**src/logic/analog_io_pkg.sv**
```systemverilog
// package: register offsets, field positions, timing and carrier types of the analog i/o control
// assumes a 250 MHz clock and a 16-bit word bus with byte offsets relative to the board base
package analog_io_pkg;

  localparam int unsigned CLK_PERIOD_PS  = 4000;
  localparam int unsigned SETTLE_TIME_NS = 15000;
  localparam int unsigned CONV_TIME_NS   = 25000;
  // least times, so round up
  localparam int unsigned SETTLE_CYCLES  = (SETTLE_TIME_NS * 1000 + CLK_PERIOD_PS - 1) / CLK_PERIOD_PS;
  localparam int unsigned CONV_CYCLES    = (CONV_TIME_NS * 1000 + CLK_PERIOD_PS - 1) / CLK_PERIOD_PS;
  localparam int unsigned COUNT_W        = 16;

  localparam logic [2:0] OFS_CSR   = 3'h0;
  localparam logic [2:0] OFS_DBR   = 3'h2;
  localparam logic [2:0] OFS_DAC_A = 3'h4;
  localparam logic [2:0] OFS_DAC_B = 3'h6;

  localparam int CSR_START  = 0;
  localparam int CSR_GAIN0  = 2;
  localparam int CSR_GAIN1  = 3;
  localparam int CSR_EXT_EN = 4;
  localparam int CSR_RTC_EN = 5;
  localparam int CSR_DONEIE = 6;
  localparam int CSR_DONE   = 7;
  localparam int CSR_MUX_LO = 8;
  localparam int CSR_MUX_HI = 11;
  localparam int CSR_ERRIE  = 14;
  localparam int CSR_ERR    = 15;

  localparam int DATA_W = 12;
  localparam int SIGN_W = 4;

  localparam logic [1:0] NOTE_BINARY = 2'h0;
  localparam logic [1:0] NOTE_OFFSET = 2'h1;
  localparam logic [1:0] NOTE_TWOS   = 2'h2;

  localparam int unsigned VEC_W          = 9;
  localparam logic [8:0]  VEC_BASE_DEF   = 9'h100;
  localparam logic [8:0]  VEC_ERR_OFFSET = 9'h004;
  localparam logic [3:0]  GAIN_UNIT      = 4'h1;

  typedef struct packed {
    logic        write;
    logic        read;
    logic [2:0]  addr;
    logic [15:0] wdata;
  } busReq_t;

  typedef struct packed {
    logic       inputModeJumper;
    logic       triggerSourceJumperOne;
    logic       triggerSourceJumperTwo;
    logic [1:0] notation;
  } jumpers_t;

  typedef enum logic [3:0] {
    SEQ_IDLE    = 4'b0001,
    SEQ_SETTLE  = 4'b0010,
    SEQ_PENDING = 4'b0100,
    SEQ_CONVERT = 4'b1000
  } seqState_t;

endpackage

```
**src/logic/conv_sequencer.sv**
```systemverilog
// sample-and-hold and converter timing: settling after reconfiguration, then a fixed conversion time
// assumes start requests arrive already screened for errors by the register logic
module conv_sequencer
  import analog_io_pkg::*;
#(
  parameter int unsigned CONV_COUNT = analog_io_pkg::CONV_CYCLES
)
(
  input  wire logic clk,
  input  wire logic arst_n,
  input  wire logic busInit,
  input  wire logic settleStart,
  input  wire logic convStart,
  output logic      holdMode,
  output logic      converterStart,
  output logic      convDone,
  output logic      settling,
  output logic      converting
);

  typedef struct packed {
    seqState_t            state;
    logic [COUNT_W-1:0]   count;
    logic                 hold;
    logic                 go;
    logic                 done;
    logic                 settling;
    logic                 busy;
  } seqReg_t;

  localparam logic [COUNT_W-1:0] SETTLE_LOAD = COUNT_W'(SETTLE_CYCLES - 1);
  localparam logic [COUNT_W-1:0] CONV_LOAD   = COUNT_W'(CONV_COUNT - 1);

  seqReg_t s_reg;
  seqReg_t s_next;

  always_comb
  begin
    s_next      = s_reg;
    s_next.go   = 1'b0;
    s_next.done = 1'b0;
    if (s_reg.count != '0)
    begin
      s_next.count = s_reg.count - 1'b1;
    end
    case (s_reg.state)
      SEQ_IDLE:
      begin
        if (convStart && settleStart)
        begin
          s_next.state = SEQ_PENDING;
          s_next.count = SETTLE_LOAD;
        end
        else if (convStart)
        begin
          s_next.state = SEQ_CONVERT;
          s_next.count = CONV_LOAD;
          s_next.hold  = 1'b1;
          s_next.go    = 1'b1;
        end
        else if (settleStart)
        begin
          s_next.state = SEQ_SETTLE;
          s_next.count = SETTLE_LOAD;
        end
      end
      SEQ_SETTLE:
      begin
        if (settleStart)
        begin
          s_next.count = SETTLE_LOAD;
        end
        if (convStart)
        begin
          s_next.state = SEQ_PENDING;
        end
        else if (s_reg.count == '0 && !settleStart)
        begin
          s_next.state = SEQ_IDLE;
        end
      end
      SEQ_PENDING:
      begin
        if (s_reg.count == '0)
        begin
          s_next.state = SEQ_CONVERT;
          s_next.count = CONV_LOAD;
          s_next.hold  = 1'b1;
          s_next.go    = 1'b1;
        end
      end
      SEQ_CONVERT:
      begin
        if (s_reg.count == '0)
        begin
          s_next.state = SEQ_IDLE;
          s_next.hold  = 1'b0;
          s_next.done  = 1'b1;
        end
      end
      default:
      begin
        s_next.state = SEQ_IDLE;
        s_next.hold  = 1'b0;
      end
    endcase
    if (busInit)
    begin
      s_next.state = SEQ_IDLE;
      s_next.count = '0;
      s_next.hold  = 1'b0;
      s_next.go    = 1'b0;
      s_next.done  = 1'b0;
    end
    s_next.settling = (s_next.state == SEQ_SETTLE) || (s_next.state == SEQ_PENDING);
    s_next.busy     = (s_next.state == SEQ_PENDING) || (s_next.state == SEQ_CONVERT);
  end

  always_ff @(posedge clk or negedge arst_n)
  begin
    if (!arst_n)
    begin
      s_reg <= '{state: SEQ_IDLE, default: '0};
    end
    else
    begin
      s_reg <= s_next;
    end
  end

  assign holdMode       = s_reg.hold;
  assign converterStart = s_reg.go;
  assign convDone       = s_reg.done;
  assign settling       = s_reg.settling;
  assign converting     = s_reg.busy;

endmodule

```
**src/logic/analog_io_conversion_control.sv**
```systemverilog
// analog i/o board control: control/status, result and two analog output registers on the host bus
// assumes all inputs synchronous to clk; bus read/write are one-cycle strobes with a byte offset
module analog_io_conversion_control
  import analog_io_pkg::*;
#(
  parameter int unsigned CONV_COUNT = analog_io_pkg::CONV_CYCLES,
  parameter logic [8:0]  VEC_BASE   = analog_io_pkg::VEC_BASE_DEF
)
(
  input  wire logic                    clk,
  input  wire logic                    arst_n,
  input  wire analog_io_pkg::busReq_t  busReq,
  input  wire logic                    busInit,
  input  wire logic                    intAck,
  input  wire logic                    busEventLine,
  input  wire logic                    extTrigPin,
  input  wire logic                    rtcPulse,
  input  wire analog_io_pkg::jumpers_t jumpers,
  input  wire logic [11:0]             adcData,
  output logic [15:0]                  busRdata,
  output logic                         irqDone,
  output logic                         irqError,
  output logic [8:0]                   vectorOut,
  output logic                         vectorValid,
  output logic [3:0]                   muxChannel,
  output logic                         differentialMode,
  output logic [1:0]                   gainSelect,
  output logic [3:0]                   gainFactor,
  output logic                         sampleHold,
  output logic                         converterStart,
  output logic [11:0]                  analogOutA,
  output logic [11:0]                  analogOutB,
  output logic                         analogOutALoad,
  output logic                         analogOutBLoad
);

  typedef struct packed {
    logic [1:0]  gain;
    logic        extEn;
    logic        rtcEn;
    logic        doneIe;
    logic        done;
    logic [3:0]  mux;
    logic        errIe;
    logic        err;
    logic [15:0] result;
    logic [15:0] rdata;
    logic [11:0] dacA;
    logic [11:0] dacB;
    logic        loadA;
    logic        loadB;
    logic        extPrev;
    logic        rtcPrev;
    logic        irqDone;
    logic        irqErr;
    logic [8:0]  vector;
    logic        vectorValid;
    logic        diffMode;
    logic [3:0]  muxOut;
    logic [3:0]  gainFactor;
  } ctlReg_t;

  ctlReg_t s_reg;
  ctlReg_t s_next;

  logic seqDone;
  logic seqSettling;
  logic seqBusy;
  logic csrWrite;
  logic resultRead;
  logic extSel;
  logic progStart;
  logic extStart;
  logic rtcStart;
  logic anyStart;
  logic startErr;
  logic convStart;
  logic [15:0] coded;
  logic [15:0] csrWord;
  logic [1:0]  dacWrite;

  conv_sequencer #(
    .CONV_COUNT (CONV_COUNT)
  ) sequencer (
    .clk            (clk),
    .arst_n         (arst_n),
    .busInit        (busInit),
    .settleStart    (csrWrite),
    .convStart      (convStart),
    .holdMode       (sampleHold),
    .converterStart (converterStart),
    .convDone       (seqDone),
    .settling       (seqSettling),
    .converting     (seqBusy)
  );

  // one write decode per analog output channel, output A at index 0
  for (genvar ch = 0; ch < $bits(dacWrite); ch++)
  begin : gDacDecode
    assign dacWrite[ch] = busReq.write && (busReq.addr == ((ch == 0) ? OFS_DAC_A : OFS_DAC_B));
  end

  always_comb
  begin
    csrWrite   = busReq.write && (busReq.addr == OFS_CSR);
    resultRead = busReq.read && (busReq.addr == OFS_DBR);
    // bus event line only when the first jumper is in and the second out
    extSel     = (jumpers.triggerSourceJumperOne && !jumpers.triggerSourceJumperTwo) ?
                 busEventLine : extTrigPin;
    progStart  = csrWrite && busReq.wdata[CSR_START];
    extStart   = extSel && !s_reg.extPrev && s_reg.extEn;
    rtcStart   = rtcPulse && !s_reg.rtcPrev && s_reg.rtcEn;
    anyStart   = progStart || extStart || rtcStart;
    startErr   = (anyStart && (s_reg.done || seqBusy)) ||
                 ((extStart || rtcStart) && seqSettling);
    // a refused start never reaches the sequencer, so a running conversion is left alone
    convStart  = anyStart && !startErr;

    case (jumpers.notation)
      NOTE_TWOS:
      begin
        coded = {{SIGN_W{~adcData[DATA_W-1]}}, ~adcData[DATA_W-1], adcData[DATA_W-2:0]};
      end
      default:
      begin
        coded = {{SIGN_W{1'b0}}, adcData};
      end
    endcase
  end

  // readback image of the control/status register; start and unused bits read zero
  always_comb
  begin
    csrWord                        = '0;
    csrWord[CSR_GAIN1:CSR_GAIN0]   = s_reg.gain;
    csrWord[CSR_EXT_EN]            = s_reg.extEn;
    csrWord[CSR_RTC_EN]            = s_reg.rtcEn;
    csrWord[CSR_DONEIE]            = s_reg.doneIe;
    csrWord[CSR_DONE]              = s_reg.done;
    csrWord[CSR_MUX_HI:CSR_MUX_LO] = s_reg.mux;
    csrWord[CSR_ERRIE]             = s_reg.errIe;
    csrWord[CSR_ERR]               = s_reg.err;
  end

  always_comb
  begin
    s_next             = s_reg;
    s_next.loadA       = 1'b0;
    s_next.loadB       = 1'b0;
    s_next.vectorValid = 1'b0;
    s_next.rdata       = '0;
    s_next.extPrev     = extSel;
    s_next.rtcPrev     = rtcPulse;

    if (csrWrite)
    begin
      s_next.gain   = busReq.wdata[CSR_GAIN1:CSR_GAIN0];
      s_next.extEn  = busReq.wdata[CSR_EXT_EN];
      s_next.rtcEn  = busReq.wdata[CSR_RTC_EN];
      s_next.doneIe = busReq.wdata[CSR_DONEIE];
      s_next.mux    = busReq.wdata[CSR_MUX_HI:CSR_MUX_LO];
      s_next.errIe  = busReq.wdata[CSR_ERRIE];
      s_next.err    = 1'b0;
    end
    if (dacWrite[0])
    begin
      s_next.dacA  = busReq.wdata[DATA_W-1:0];
      s_next.loadA = 1'b1;
    end
    if (dacWrite[1])
    begin
      s_next.dacB  = busReq.wdata[DATA_W-1:0];
      s_next.loadB = 1'b1;
    end
    if (resultRead)
    begin
      s_next.done = 1'b0;
    end
    if (busInit)
    begin
      s_next.done   = 1'b0;
      s_next.doneIe = 1'b0;
      s_next.err    = 1'b0;
      s_next.errIe  = 1'b0;
    end
    // hardware sets win over any clear in the same cycle
    if (seqDone)
    begin
      s_next.done   = 1'b1;
      s_next.result = coded;
    end
    if (startErr)
    begin
      s_next.err = 1'b1;
    end

    if (busReq.read)
    begin
      case (busReq.addr)
        OFS_CSR:
        begin
          s_next.rdata = csrWord;
        end
        OFS_DBR:
        begin
          s_next.rdata = s_reg.result;
        end
        default:
        begin
          s_next.rdata = '0;
        end
      endcase
    end

    // request rises when flag and enable become true together; drops on ack or loss of cause
    if (!(s_next.done && s_next.doneIe))
    begin
      s_next.irqDone = 1'b0;
    end
    else if (!(s_reg.done && s_reg.doneIe))
    begin
      s_next.irqDone = 1'b1;
    end
    if (!(s_next.err && s_next.errIe))
    begin
      s_next.irqErr = 1'b0;
    end
    else if (!(s_reg.err && s_reg.errIe))
    begin
      s_next.irqErr = 1'b1;
    end
    // done is served before error when both wait for the acknowledge
    if (intAck && s_reg.irqDone)
    begin
      s_next.irqDone     = 1'b0;
      s_next.vector      = VEC_BASE;
      s_next.vectorValid = 1'b1;
    end
    else if (intAck && s_reg.irqErr)
    begin
      s_next.irqErr      = 1'b0;
      s_next.vector      = VEC_BASE + VEC_ERR_OFFSET;
      s_next.vectorValid = 1'b1;
    end

    s_next.diffMode   = jumpers.inputModeJumper;
    s_next.muxOut     = jumpers.inputModeJumper ? {1'b0, s_next.mux[2:0]} : s_next.mux;
    s_next.gainFactor = GAIN_UNIT << s_next.gain;
  end

  always_ff @(posedge clk or negedge arst_n)
  begin
    if (!arst_n)
    begin
      s_reg <= '{gainFactor: GAIN_UNIT, default: '0};
    end
    else
    begin
      s_reg <= s_next;
    end
  end

  assign busRdata         = s_reg.rdata;
  assign irqDone          = s_reg.irqDone;
  assign irqError         = s_reg.irqErr;
  assign vectorOut        = s_reg.vector;
  assign vectorValid      = s_reg.vectorValid;
  assign muxChannel       = s_reg.muxOut;
  assign differentialMode = s_reg.diffMode;
  assign gainSelect       = s_reg.gain;
  assign gainFactor       = s_reg.gainFactor;
  assign analogOutA       = s_reg.dacA;
  assign analogOutB       = s_reg.dacB;
  assign analogOutALoad   = s_reg.loadA;
  assign analogOutBLoad   = s_reg.loadB;

endmodule

```
**config.mk**
```make
export PLATFORM = sky130hd
export DESIGN_NAME = analog_io_conversion_control
export DESIGN_NICKNAME = d
export VERILOG_FILES = /design/src/logic/analog_io_pkg.sv /design/src/logic/conv_sequencer.sv /design/src/logic/analog_io_conversion_control.sv
export SDC_FILE = /design/constraint.sdc
export NUM_CORES = 1
export LEC_CHECK = 0
export ABC_AREA = 1
export ABC_CLOCK_PERIOD_IN_PS = 3900
export BUFFER_PORTS_ARGS = -buffer_cell sky130_fd_sc_hd__buf_4
export CORE_MARGIN = 1.5
export CORE_UTILIZATION = 55
export CTS_CLUSTER_SIZE = 10
export DETAILED_ROUTE_END_ITERATION = 16
export GPL_ROUTABILITY_DRIVEN = 0
export PLACE_DENSITY = 0.8
export REMOVE_ABC_BUFFERS = 1
export SLEW_MARGIN = 5
export SYNTH_ARGS = -nofsm -noshare
export SYNTH_HDL_FRONTEND = slang
export SYNTH_HIERARCHICAL = 1
export SYNTH_SLANG_ARGS = --single-unit
export TNS_END_PERCENT = 10
```
**constraint.sdc**
```tcl
create_clock -name clk -period 3.9 [get_ports clk]
set_clock_uncertainty 0.05 [all_clocks]
set_input_delay 0.39 -clock clk [delete_from_list [all_inputs] [get_ports clk]]
set_output_delay 0.39 -clock clk [all_outputs]
set_load 0.02 [all_outputs]
```
==> results.py, run 1 <==
metrics = {
    "floorplanning": {
        "die-area_um2": 10100,
        "chipHeight_um": 101,
        "rows": 35,
        "die_x_um": 101,
        "initial_core_util": 0.568,
        "io_pins": 112,
        "core_um2": 9240,
    },
    "clocking": {
        "cts_buffers": 9,
        "cts_max_level": 3,
        "cts-root-buf": "clkbuf_8",
        "clock-sinks": 104,
        "cts_buffer_depth": 2,
        "clkTransAtPathRegs_ns": 0.10,
        "cts_tree": "built",
        "postCtsSetupRepairBufs": 0,
        "clk_latency_ns": 0.38,
    },
    "synth": {
        "synth_area_per_cell_um2": 8.60,
        "synth_edf_count": 0,
        "synthFlopType": "dfrtp_1",
        "synthAdderAreaFrac": 0.00716,
        "syn_inst": 610,
        "postSynthRegisterBits": 104,
        "synthArstFlopShare": 1.00,
        "synth_top_family_by_area": "simple AND/OR/NAND/NOR gates",
        "synth_xor_area_frac": 0.00501,
        "synth_simple_gate_area_frac": 0.259,
        "ys_seq_area_frac": 0.497,
        "synth_mux_area_frac": 0,
        "synth_area_um2": 5240,
        "synth.distinct_cells": 39,
        "synth_compound_area_frac": 0.0733,
        "yosysWarnings": 6,
    },
    "critical_path": {
        "path_max_fanout": 6,
        "worstSetupStartpointType": "flop",
        "path_buf_inv": 2,
        "critPathMaxStageDelay_ns": 0.40,
        "cp_top_family": "simple AND/OR/NAND/NOR gates",
        "endpoint_kind": "flop",
        "crit_arrival_ns": 2.34,
        "cp_cell_sequence": "inv_1, ha_1, nand2_4, inv_1, nand3_2, ha_1, or2_2, a41oi_1",
        "crit_type": "reg -> reg",
        "cpMaxStageDelayCell": "dfrtp_1",
        "worstPathRequired_ns": 4.15,
    },
    "sta": {
        "drv_slew": 0,
        "tns_ns": 0,
        "fin_crit_ns": 2.09,
        "max_freq_ghz": 0.479,
        "fin_crit_sh": 0.536,
        "worst_pin_slew_ns": 0.724,
        "setup_violations": 0,
        "rsz0062_at_grt": "no",
        "holdWs_ns": 0.0811,
        "setup_slack_ns": 1.81,
        "hold_viol": 0,
        "slew_headroom": 0.516,
    },
    "pwr": {
        "powerDensity_nw_per_um2": 578,
        "power_leakage_nw": 3.23,
        "ir_worst_vdd_v": 0.000446,
    },
    "grt": {
        "grt-ovfl-total": 0,
        "grt_max_degree": 42,
        "top_usage_layer": "met2",
        "antenna_found_initial": 0,
        "grt_usage": 0.225,
        "grt_pass1_vias": 3814,
        "grt_use_met2": 0.407,
        "grt_pass1_wl_um": 17600,
        "grt_util_met1": 0.260,
        "use_met3": 0.0527,
    },
    "cells_and_area": {
        "seq_area_um2": 2610,
        "nFillCells": 763,
        "num_antenna_cells": 0,
        "drive_gt1_frac": 0.266,
        "largest_reg_flops": 20,
        "nets": 708,
        "design_area_um2": 5900,
        "syn_to_final_growth_pct": 12.5,
        "multi_input_area_um2": 1830,
    },
    "route": {
        "vias_per_cell": 4.96,
        "drc": 0,
        "via_count": 3936,
        "routedWlPerCell_um": 13.5,
        "drt_iter0_drc": 171,
        "antenna_left": 0,
        "drt_wl_total_um": 10800,
        "dr.pass1.iters": 5,
    },
    "place": {
        "io_buffers": 101,
        "place_ws_ns": 1.75,
        "dp_hpwl_um": 8240,
        "placed_area_um2": 5690,
    },
    "status": {
        "status": "finished, final reports clean",
    },
    "hold_path": {
        "hold_class": "in -> reg",
    },
    "run": {
        "maxCapViolations": 0,
    },
}
-- synthesized netlist by cell type, drive strengths merged, types with 2 or more instances --
cell | instances | area share
a21oi | 20 | 0.019
or2 | 7 | 0.0084
xor2 | 3 | 0.0050
ha | 3 | 0.0072
buf | 65 | 0.094
o21ai | 45 | 0.045
nand2 | 159 | 0.13
clkbuf | 7 | 0.0050
dfstp | 2 | 0.010
nor2 | 54 | 0.056
a31oi | 2 | 0.0024
dfrtp | 102 | 0.49
nand4 | 4 | 0.0048
nand3b | 4 | 0.0057
nor3 | 6 | 0.0076
nand3 | 35 | 0.040
nor3b | 3 | 0.0072
inv | 82 | 0.059
-- metrics by stage --
step / total power, mW / utilization / instances
finish: 3.41 / 0.638 / 794
global route: 3.65 / 0.638 / 794
CTS: 3.44 / 0.638 / 794
detailed placement: 2.75 / 0.616 / 777
global placement: 2.71 / 0.616 / 777
floorplan: 2.36 / - / 544
-- cell usage in the layout, fill, tap and decap left out, types with 7 or more instances in the layout --
cell type	Yosys	final
inv_1	75	75
a21oi_1	20	20
nand3_1	30	30
conb_1	1	7
nand2_1	146	146
nor2_1	37	37
inv_2	7	7
nor2_2	11	11
buf_4	60	104
clkbuf_8	0	9
nand2_4	8	8
dfrtp_1	102	102
o21ai_0	39	39
-- cell families (layout without fill, tap and decap cells) --
group / Yosys count / count (layout)
buffers and inverters: 154 / 203
adder cells (fa/ha/maj): 3 / 3
AO/OA/AOI/OAI: 71 / 71
XOR/XNOR: 3 / 3
flip-flops: 104 / 104
other: 1 / 7
AND/OR/NAND/NOR: 274 / 274
-- final timing paths --
path / from / slack (ns) / end / cells after the start
worst min-delay path: rtcPulse / 0.08 / s_reg[21] / 1
worst max-delay path: sequencer/s_reg[5] / 1.81 / sequencer/s_reg[5] / 8
max in group asynchronous: arst_n / 2.49 / sequencer/s_reg[21] / 3
worst max register to register: sequencer/s_reg[5] / 1.81 / sequencer/s_reg[5] / 8
min in group asynchronous: arst_n / 0.43 / s_reg[65] / 2
worst min register to register: s_reg[75] / 0.43 / s_reg[75] / 2
-- area by class of cell --
class                      count  area share
sequential                   104       0.442
multi-input combinational    358       0.311
timing repair buffer         105       0.134
inverter                      82      0.0522
tap                          129      0.0274
clock buffer                   9      0.0210
clock inverter                 7      0.0131
-- layer usage --
layer / share of wire / vias to the layer above
li1: - / 1929
met1: 0.41 / 1860
met2: 0.52 / 125
met3: 0.054 / 22
met4: 0.020 / 0
met5: 0 / -
-- repair_timing --
item	4_1_cts	5_1_grt
hold endpoints to repair	32	0
resized for setup	0	0
hold buffers	1	0
-- power breakdown --
| part | switching, mW | total [mW] | internal (mW) | leakage (nW) |
|---|---|---|---|---|
| registers | 0.139 | 1.40 | 1.26 | 1.33 |
| clock network | 0.414 | 0.675 | 0.261 | 0.101 |
| logic | 0.832 | 1.34 | 0.504 | 1.80 |
Power figures use the tool's default switching activity.
==> run 2: changes to the inputs <==
- ABC_CLOCK_PERIOD_IN_PS: 3900 -> 2000
- clock period: 3.9 -> 2 ns (I/O delays scaled with it)
==> run 2 against run 1 <==
Compared with the run above: worst hold slack got worse by 0.053 ns; first-iteration DRC count increased by 18%; final cell count grew 2.4%; global-route usage decreased by 0.11 points; maximum frequency grew 11%; die area unchanged; final area grew 3.1%; utilization rose by 2.0 points; sequential power up 95%; sequential share of layout area is 1.3 points lower; count of clock-buffer cells in the layout unchanged; clock power up 82%; critical path type unchanged; critical endpoint unchanged; largest power group unchanged.
==> results.py, run 2 (synthesis results as in run 1) <==
metrics = {
    "status": {
        "status": "finished, final reports clean",
    },
    "sta": {
        "rsz0062_at_grt": "no",
        "worst_pin_slew_ns": 0.731,
        "fin_crit_ns": 1.88,
        "tns_ns": 0,
        "max_freq_ghz": 0.532,
        "slew_headroom": 0.512,
        "fin_crit_sh": 0.941,
        "setup_violations": 0,
        "hold_viol": 0,
        "drv_slew": 0,
    },
    "critical_path": {
        "rr_endpoint": "sequencer/s_reg[5]",
        "rrSetupSlack_ns": 0.12,
        "worstSetupStartpointType": "flop",
        "endpoint": "sequencer/s_reg[5]",
        "endpoint_kind": "flop",
        "crit_type": "reg -> reg",
        "path_depth": 8,
        "cp_cell_sequence": "inv_1, ha_2, nand2_4, inv_1, nand3_2, ha_1, or2_2, a41oi_1",
        "critPathMaxStageDelay_ns": 0.40,
        "path_max_fanout": 4,
        "cpMaxStageDelayCell": "dfrtp_1",
        "r2r_cells": 8,
        "crit_arrival_ns": 2.11,
        "cp_top_family": "simple AND/OR/NAND/NOR gates",
        "r2r-start": "sequencer/s_reg[5]",
        "critical_path.most_common_cell": "inv_1",
        "worstPathRequired_ns": 2.23,
        "worstSetupStartpoint": "sequencer/s_reg[5]",
        "path_buf_inv": 2,
    },
    "pwr": {
        "ir_worst_vdd_v": 0.000920,
        "seq_power_share": 0.408,
        "p_total_mw": 6.68,
        "power_leakage_nw": 3.31,
        "powerDensity_nw_per_um2": 1100,
        "p_int_mw": 3.99,
        "switchingPower_mw": 2.69,
        "comb_power_share": 0.408,
        "clkPwrFrac": 0.184,
        "p_sw_frac": 0.403,
    },
    "cells_and_area": {
        "largest_reg_flops": 20,
        "nFillCells": 721,
        "syn_to_final_growth_pct": 16.0,
        "drive_gt1_frac": 0.269,
        "final_cell_mix": "nand2_1 (146), buf_4 (108), dfrtp_1 (102)",
        "num_antenna_cells": 0,
        "nets": 727,
        "mostFrequentLayoutCell": "nand2_1",
        "design_area_um2": 6080,
    },
    "route": {
        "vias_per_cell": 4.89,
        "routedWlPerCell_um": 13.2,
        "antenna_left": 0,
        "drc": 0,
        "via_count": 3975,
        "drt_wl_total_um": 10800,
        "drt_iter0_drc": 201,
        "dr.pass1.iters": 4,
    },
    "clocking": {
        "clk_latency_ns": 0.36,
        "cts-root-buf": "clkbuf_8",
        "cts_max_level": 3,
        "postCtsSetupRepairBufs": 0,
        "clock-sinks": 104,
        "clkTransAtPathRegs_ns": 0.09,
        "cts_tree": "built",
        "cts_buffer_depth": 2,
        "cts_buffers": 9,
    },
    "floorplanning": {
        "core_um2": 9240,
        "initial_core_util": 0.568,
        "io_pins": 112,
        "die_x_um": 101,
        "die-area_um2": 10100,
        "chipHeight_um": 101,
        "rows": 35,
    },
    "run": {
        "maxCapViolations": 0,
    },
    "hold_path": {
        "hold_depth": 2,
        "hold_class": "in -> reg",
    },
    "grt": {
        "grt_usage": 0.224,
        "grt-ovfl-total": 0,
        "antenna_found_initial": 0,
        "grt_pass1_vias": 3910,
        "grt_pass1_wl_um": 17800,
        "grt_max_degree": 34,
    },
    "place": {
        "dp_hpwl_um": 8140,
        "placed_area_um2": 5740,
        "io_buffers": 101,
    },
}
run 2: changes by cell type in the layout (fill, tap and decap cells not counted), moves of 2 or more:
cell,change
buf_4,+4
inv_8,-2
clkinv_4,+2
dlygate4sd3_1,+14
run 2: metrics by stage:
stage / hold slack, ns / std cells / util / worst slack [ns]
3_5_place_dp: 0.113 / 782 / 0.621 / 0.0874
3_3_place_gp: 0.115 / 782 / 0.621 / 0.138
2_1_floorplan: -0.146 / 544 / - / 0.175
5_1_grt: 0.0141 / 813 / 0.658 / 0.00205
4_1_cts: 0.00590 / 813 / 0.657 / 0.0587
6_report: 0.0279 / 813 / 0.658 / 0.119
run 2: what timing repair did:
item	in CTS	in global routing
resized for setup	0	4
hold buffers	15	0
hold endpoints to repair	44	0
setup endpoints to repair	0	12
run 2: cell type report:
type / count / area [um^2] / share of cell area
inverter: 82 / 308 / 0.0506
multi-input combinational: 358 / 1840 / 0.303
tap: 129 / 161 / 0.0265
clock buffer: 9 / 124 / 0.0204
sequential: 104 / 2610 / 0.428
timing repair buffer: 124 / 981 / 0.161
clock inverter: 7 / 61.3 / 0.0101
run 2: power groups by stage:
stage / logic, mW / clock network [mW] / registers, mW
floorplan: 1.69 / 0 / 2.92
global placement: 2.58 / 0 / 2.75
detailed placement: 2.67 / 0 / 2.76
CTS: 2.71 / 1.26 / 2.72
global route: 3.01 / 1.34 / 2.77
finish: 2.72 / 1.23 / 2.73
run 2: worst min path at each step:
stage,startpoint,end
6_report,busInit,sequencer/s_reg[16]
5_1_grt,busInit,sequencer/s_reg[10]
4_1_cts,busInit,sequencer/s_reg[17]
3_5_place_dp,arst_n,busRdata[0]
3_3_place_gp,arst_n,busRdata[0]
2_1_floorplan,arst_n,analogOutALoad
run 2: routing by layer:
metal	part of all wire	GRT usage	wire length, um	up-vias
li1	-	-	-	1966
met1	0.42	0.275	4540	1878
met2	0.52	0.395	5560	116
met3	0.048	0.0534	516	15
met4	0.013	0.0628	138	0
met5	0	0	0	-
==> run 3: changes to the inputs <==
- CORE_MARGIN: 1.5 -> 5
- CTS_CLUSTER_DIAMETER: default -> 30
==> run 3 against run 2 <==
Compared with the run above: the flow now finishes with violations (negative hold slack); first-iteration DRC count decreased by 2.0%; via count rose by 1.7%; register-to-register slack hardly changed; non-clock buffer count stayed put; sequential cell count did not move; total power grew 2.0%; largest cell class unchanged; utilization is 0.095 points lower; critical path type unchanged; sequential power barely moved; critical path depth is 5 higher; routed wire length rose by 6.9%; worst setup slack improved by 0.0074 ns; global-route usage down 2.0 points.
==> results.py, run 3 (synthesis results as in run 1) <==
metrics = {
    "clocking": {
        "cts-root-buf": "clkbuf_8",
        "clk_latency_ns": 0.38,
        "cts_buffers": 9,
        "clock-sinks": 104,
        "cts_tree": "built",
        "clkTransAtPathRegs_ns": 0.11,
        "cts_buffer_depth": 2,
        "cts_max_level": 3,
    },
    "floorplanning": {
        "initial_core_util": 0.565,
        "chipHeight_um": 108,
        "die-area_um2": 11600,
        "io_pins": 112,
        "core_um2": 9280,
        "rows": 35,
        "die_x_um": 108,
    },
    "sta": {
        "drv_slew": 0,
        "holdWs_ns": -0.00110,
        "max_freq_ghz": 0.534,
        "worst_pin_slew_ns": 0.780,
        "hold_viol": 1,
        "fin_crit_sh": 0.937,
        "setup_violations": 0,
        "fin_crit_ns": 1.87,
        "slew_headroom": 0.479,
    },
    "grt": {
        "grt_usage": 0.205,
        "grt_util_met1": 0.252,
        "top_usage_layer": "met2",
        "antenna_found_initial": 0,
        "use_met3": 0.0342,
        "grt_use_met2": 0.365,
        "grt-ovfl-total": 0,
        "grt_pass1_wl_um": 18800,
        "grt_max_degree": 43,
        "grt_pass1_vias": 4023,
    },
    "hold_path": {
        "hold_class": "in -> reg",
    },
    "cells_and_area": {
        "largest_reg_flops": 20,
        "num_antenna_cells": 0,
        "nets": 727,
        "syn_to_final_growth_pct": 16.3,
        "drive_gt1_frac": 0.273,
        "final_cell_mix": "nand2_1 (145), buf_4 (109), dfrtp_1 (102)",
        "mostFrequentLayoutCell": "nand2_1",
    },
    "critical_path": {
        "path_max_fanout": 6,
        "worstSetupStartpointType": "flop",
        "crit_type": "reg -> reg",
        "endpoint_kind": "flop",
        "worstPathRequired_ns": 2.24,
        "crit_arrival_ns": 2.11,
    },
    "route": {
        "drc": 0,
        "vias_per_cell": 4.97,
        "drt_iter0_drc": 197,
        "routedWlPerCell_um": 14.2,
        "drt_wl_total_um": 11500,
        "antenna_left": 0,
        "via_count": 4043,
        "dr.pass1.iters": 4,
    },
    "run": {
        "maxCapViolations": 0,
    },
    "pwr": {
        "ir_worst_vdd_v": 0.000850,
        "power_leakage_nw": 3.32,
        "p_total_mw": 6.81,
        "powerDensity_nw_per_um2": 1120,
    },
    "status": {
        "violations": "negative hold slack",
        "status": "complete, but fails checks",
    },
    "place": {
        "dp_hpwl_um": 8700,
        "io_buffers": 101,
    },
}
[run 3: cell types whose count changed in the layout (fill, tap and decap cells not counted), sizes merged]
cell and change:
buf +1, clkinv -2, clkinvlp -1, dlygate4sd3 -1, inv +3
[run 3: critical path, cell delays in order, from the launching register on]
cell and delay, ns:
dfrtp_1 0.37, inv_1 0.05, nor2_1 0.08, nand3_1 0.10, nand3_1 0.12, nand2_1 0.10, and3_4 0.18, inv_1 0.10
nor2_2 0.06, inv_2 0.08, nand2_4 0.06, nor2_4 0.14, nand2_4 0.10, nor3b_2 0.19
[run 3: timing repair]
item                                    CTS  global route
hold buffers                             14             0
endpoints found under the setup margin    0            11
resized for setup                         0             6
setup buffers                             0             0
endpoints found under the hold margin    53             0
[run 3: layout make-up]
| class | instances | area, um^2 |
|---|---|---|
| clock inverter | 7 | 81.3 |
| sequential | 104 | 2610 |
| clock buffer | 9 | 124 |
| timing repair buffer | 124 | 978 |
| inverter | 82 | 308 |
| fill | 772 | 3180 |
| tap | 129 | 161 |
| multi-input combinational | 358 | 1840 |
[run 3: metrics by stage]
stage	util	setup TNS, ns	area (um^2)	instances	worst slack [ns]
6_report	0.657	0	6100	813	0.126
5_1_grt	0.657	-0.0903	6100	813	-0.0286
4_1_cts	0.656	0	6090	813	0.0413
3_5_place_dp	0.619	0	5750	783	0.0767
3_3_place_gp	0.619	0	5750	783	0.145
2_1_floorplan	-	0	4750	544	0.175
[run 3: where the power goes]
part / switching [mW] / internal [mW] / total (mW)
sequential: 0.270 / 2.46 / 2.73
combinational: 1.69 / 1.06 / 2.75
clock: 0.824 / 0.511 / 1.33
[run 3: per-layer routing]
metal / wire [um] / vias up
li1: - / 1962
met1: 4690 / 1948
met2: 5980 / 118
met3: 644 / 15
met4: 182 / 0
met5: 0 / -
[run 3: worst paths after layout]
| kind | from | to | slack [ns] | cells after the start |
|---|---|---|---|---|
| max reg2reg | csrWord[4] | sequencer/s_reg[18] | 0.13 | 13 |
| max in group asynchronous | arst_n | sequencer/s_reg[21] | 0.90 | 3 |
| min | adcData[2] | s_reg[67] | -0.001 | 3 |
| min in group asynchronous | arst_n | busRdata[1] | 0.30 | 2 |
| max | csrWord[4] | sequencer/s_reg[18] | 0.13 | 13 |
| min reg2reg | vectorOut[8] | vectorOut[8] | 0.43 | 1 |
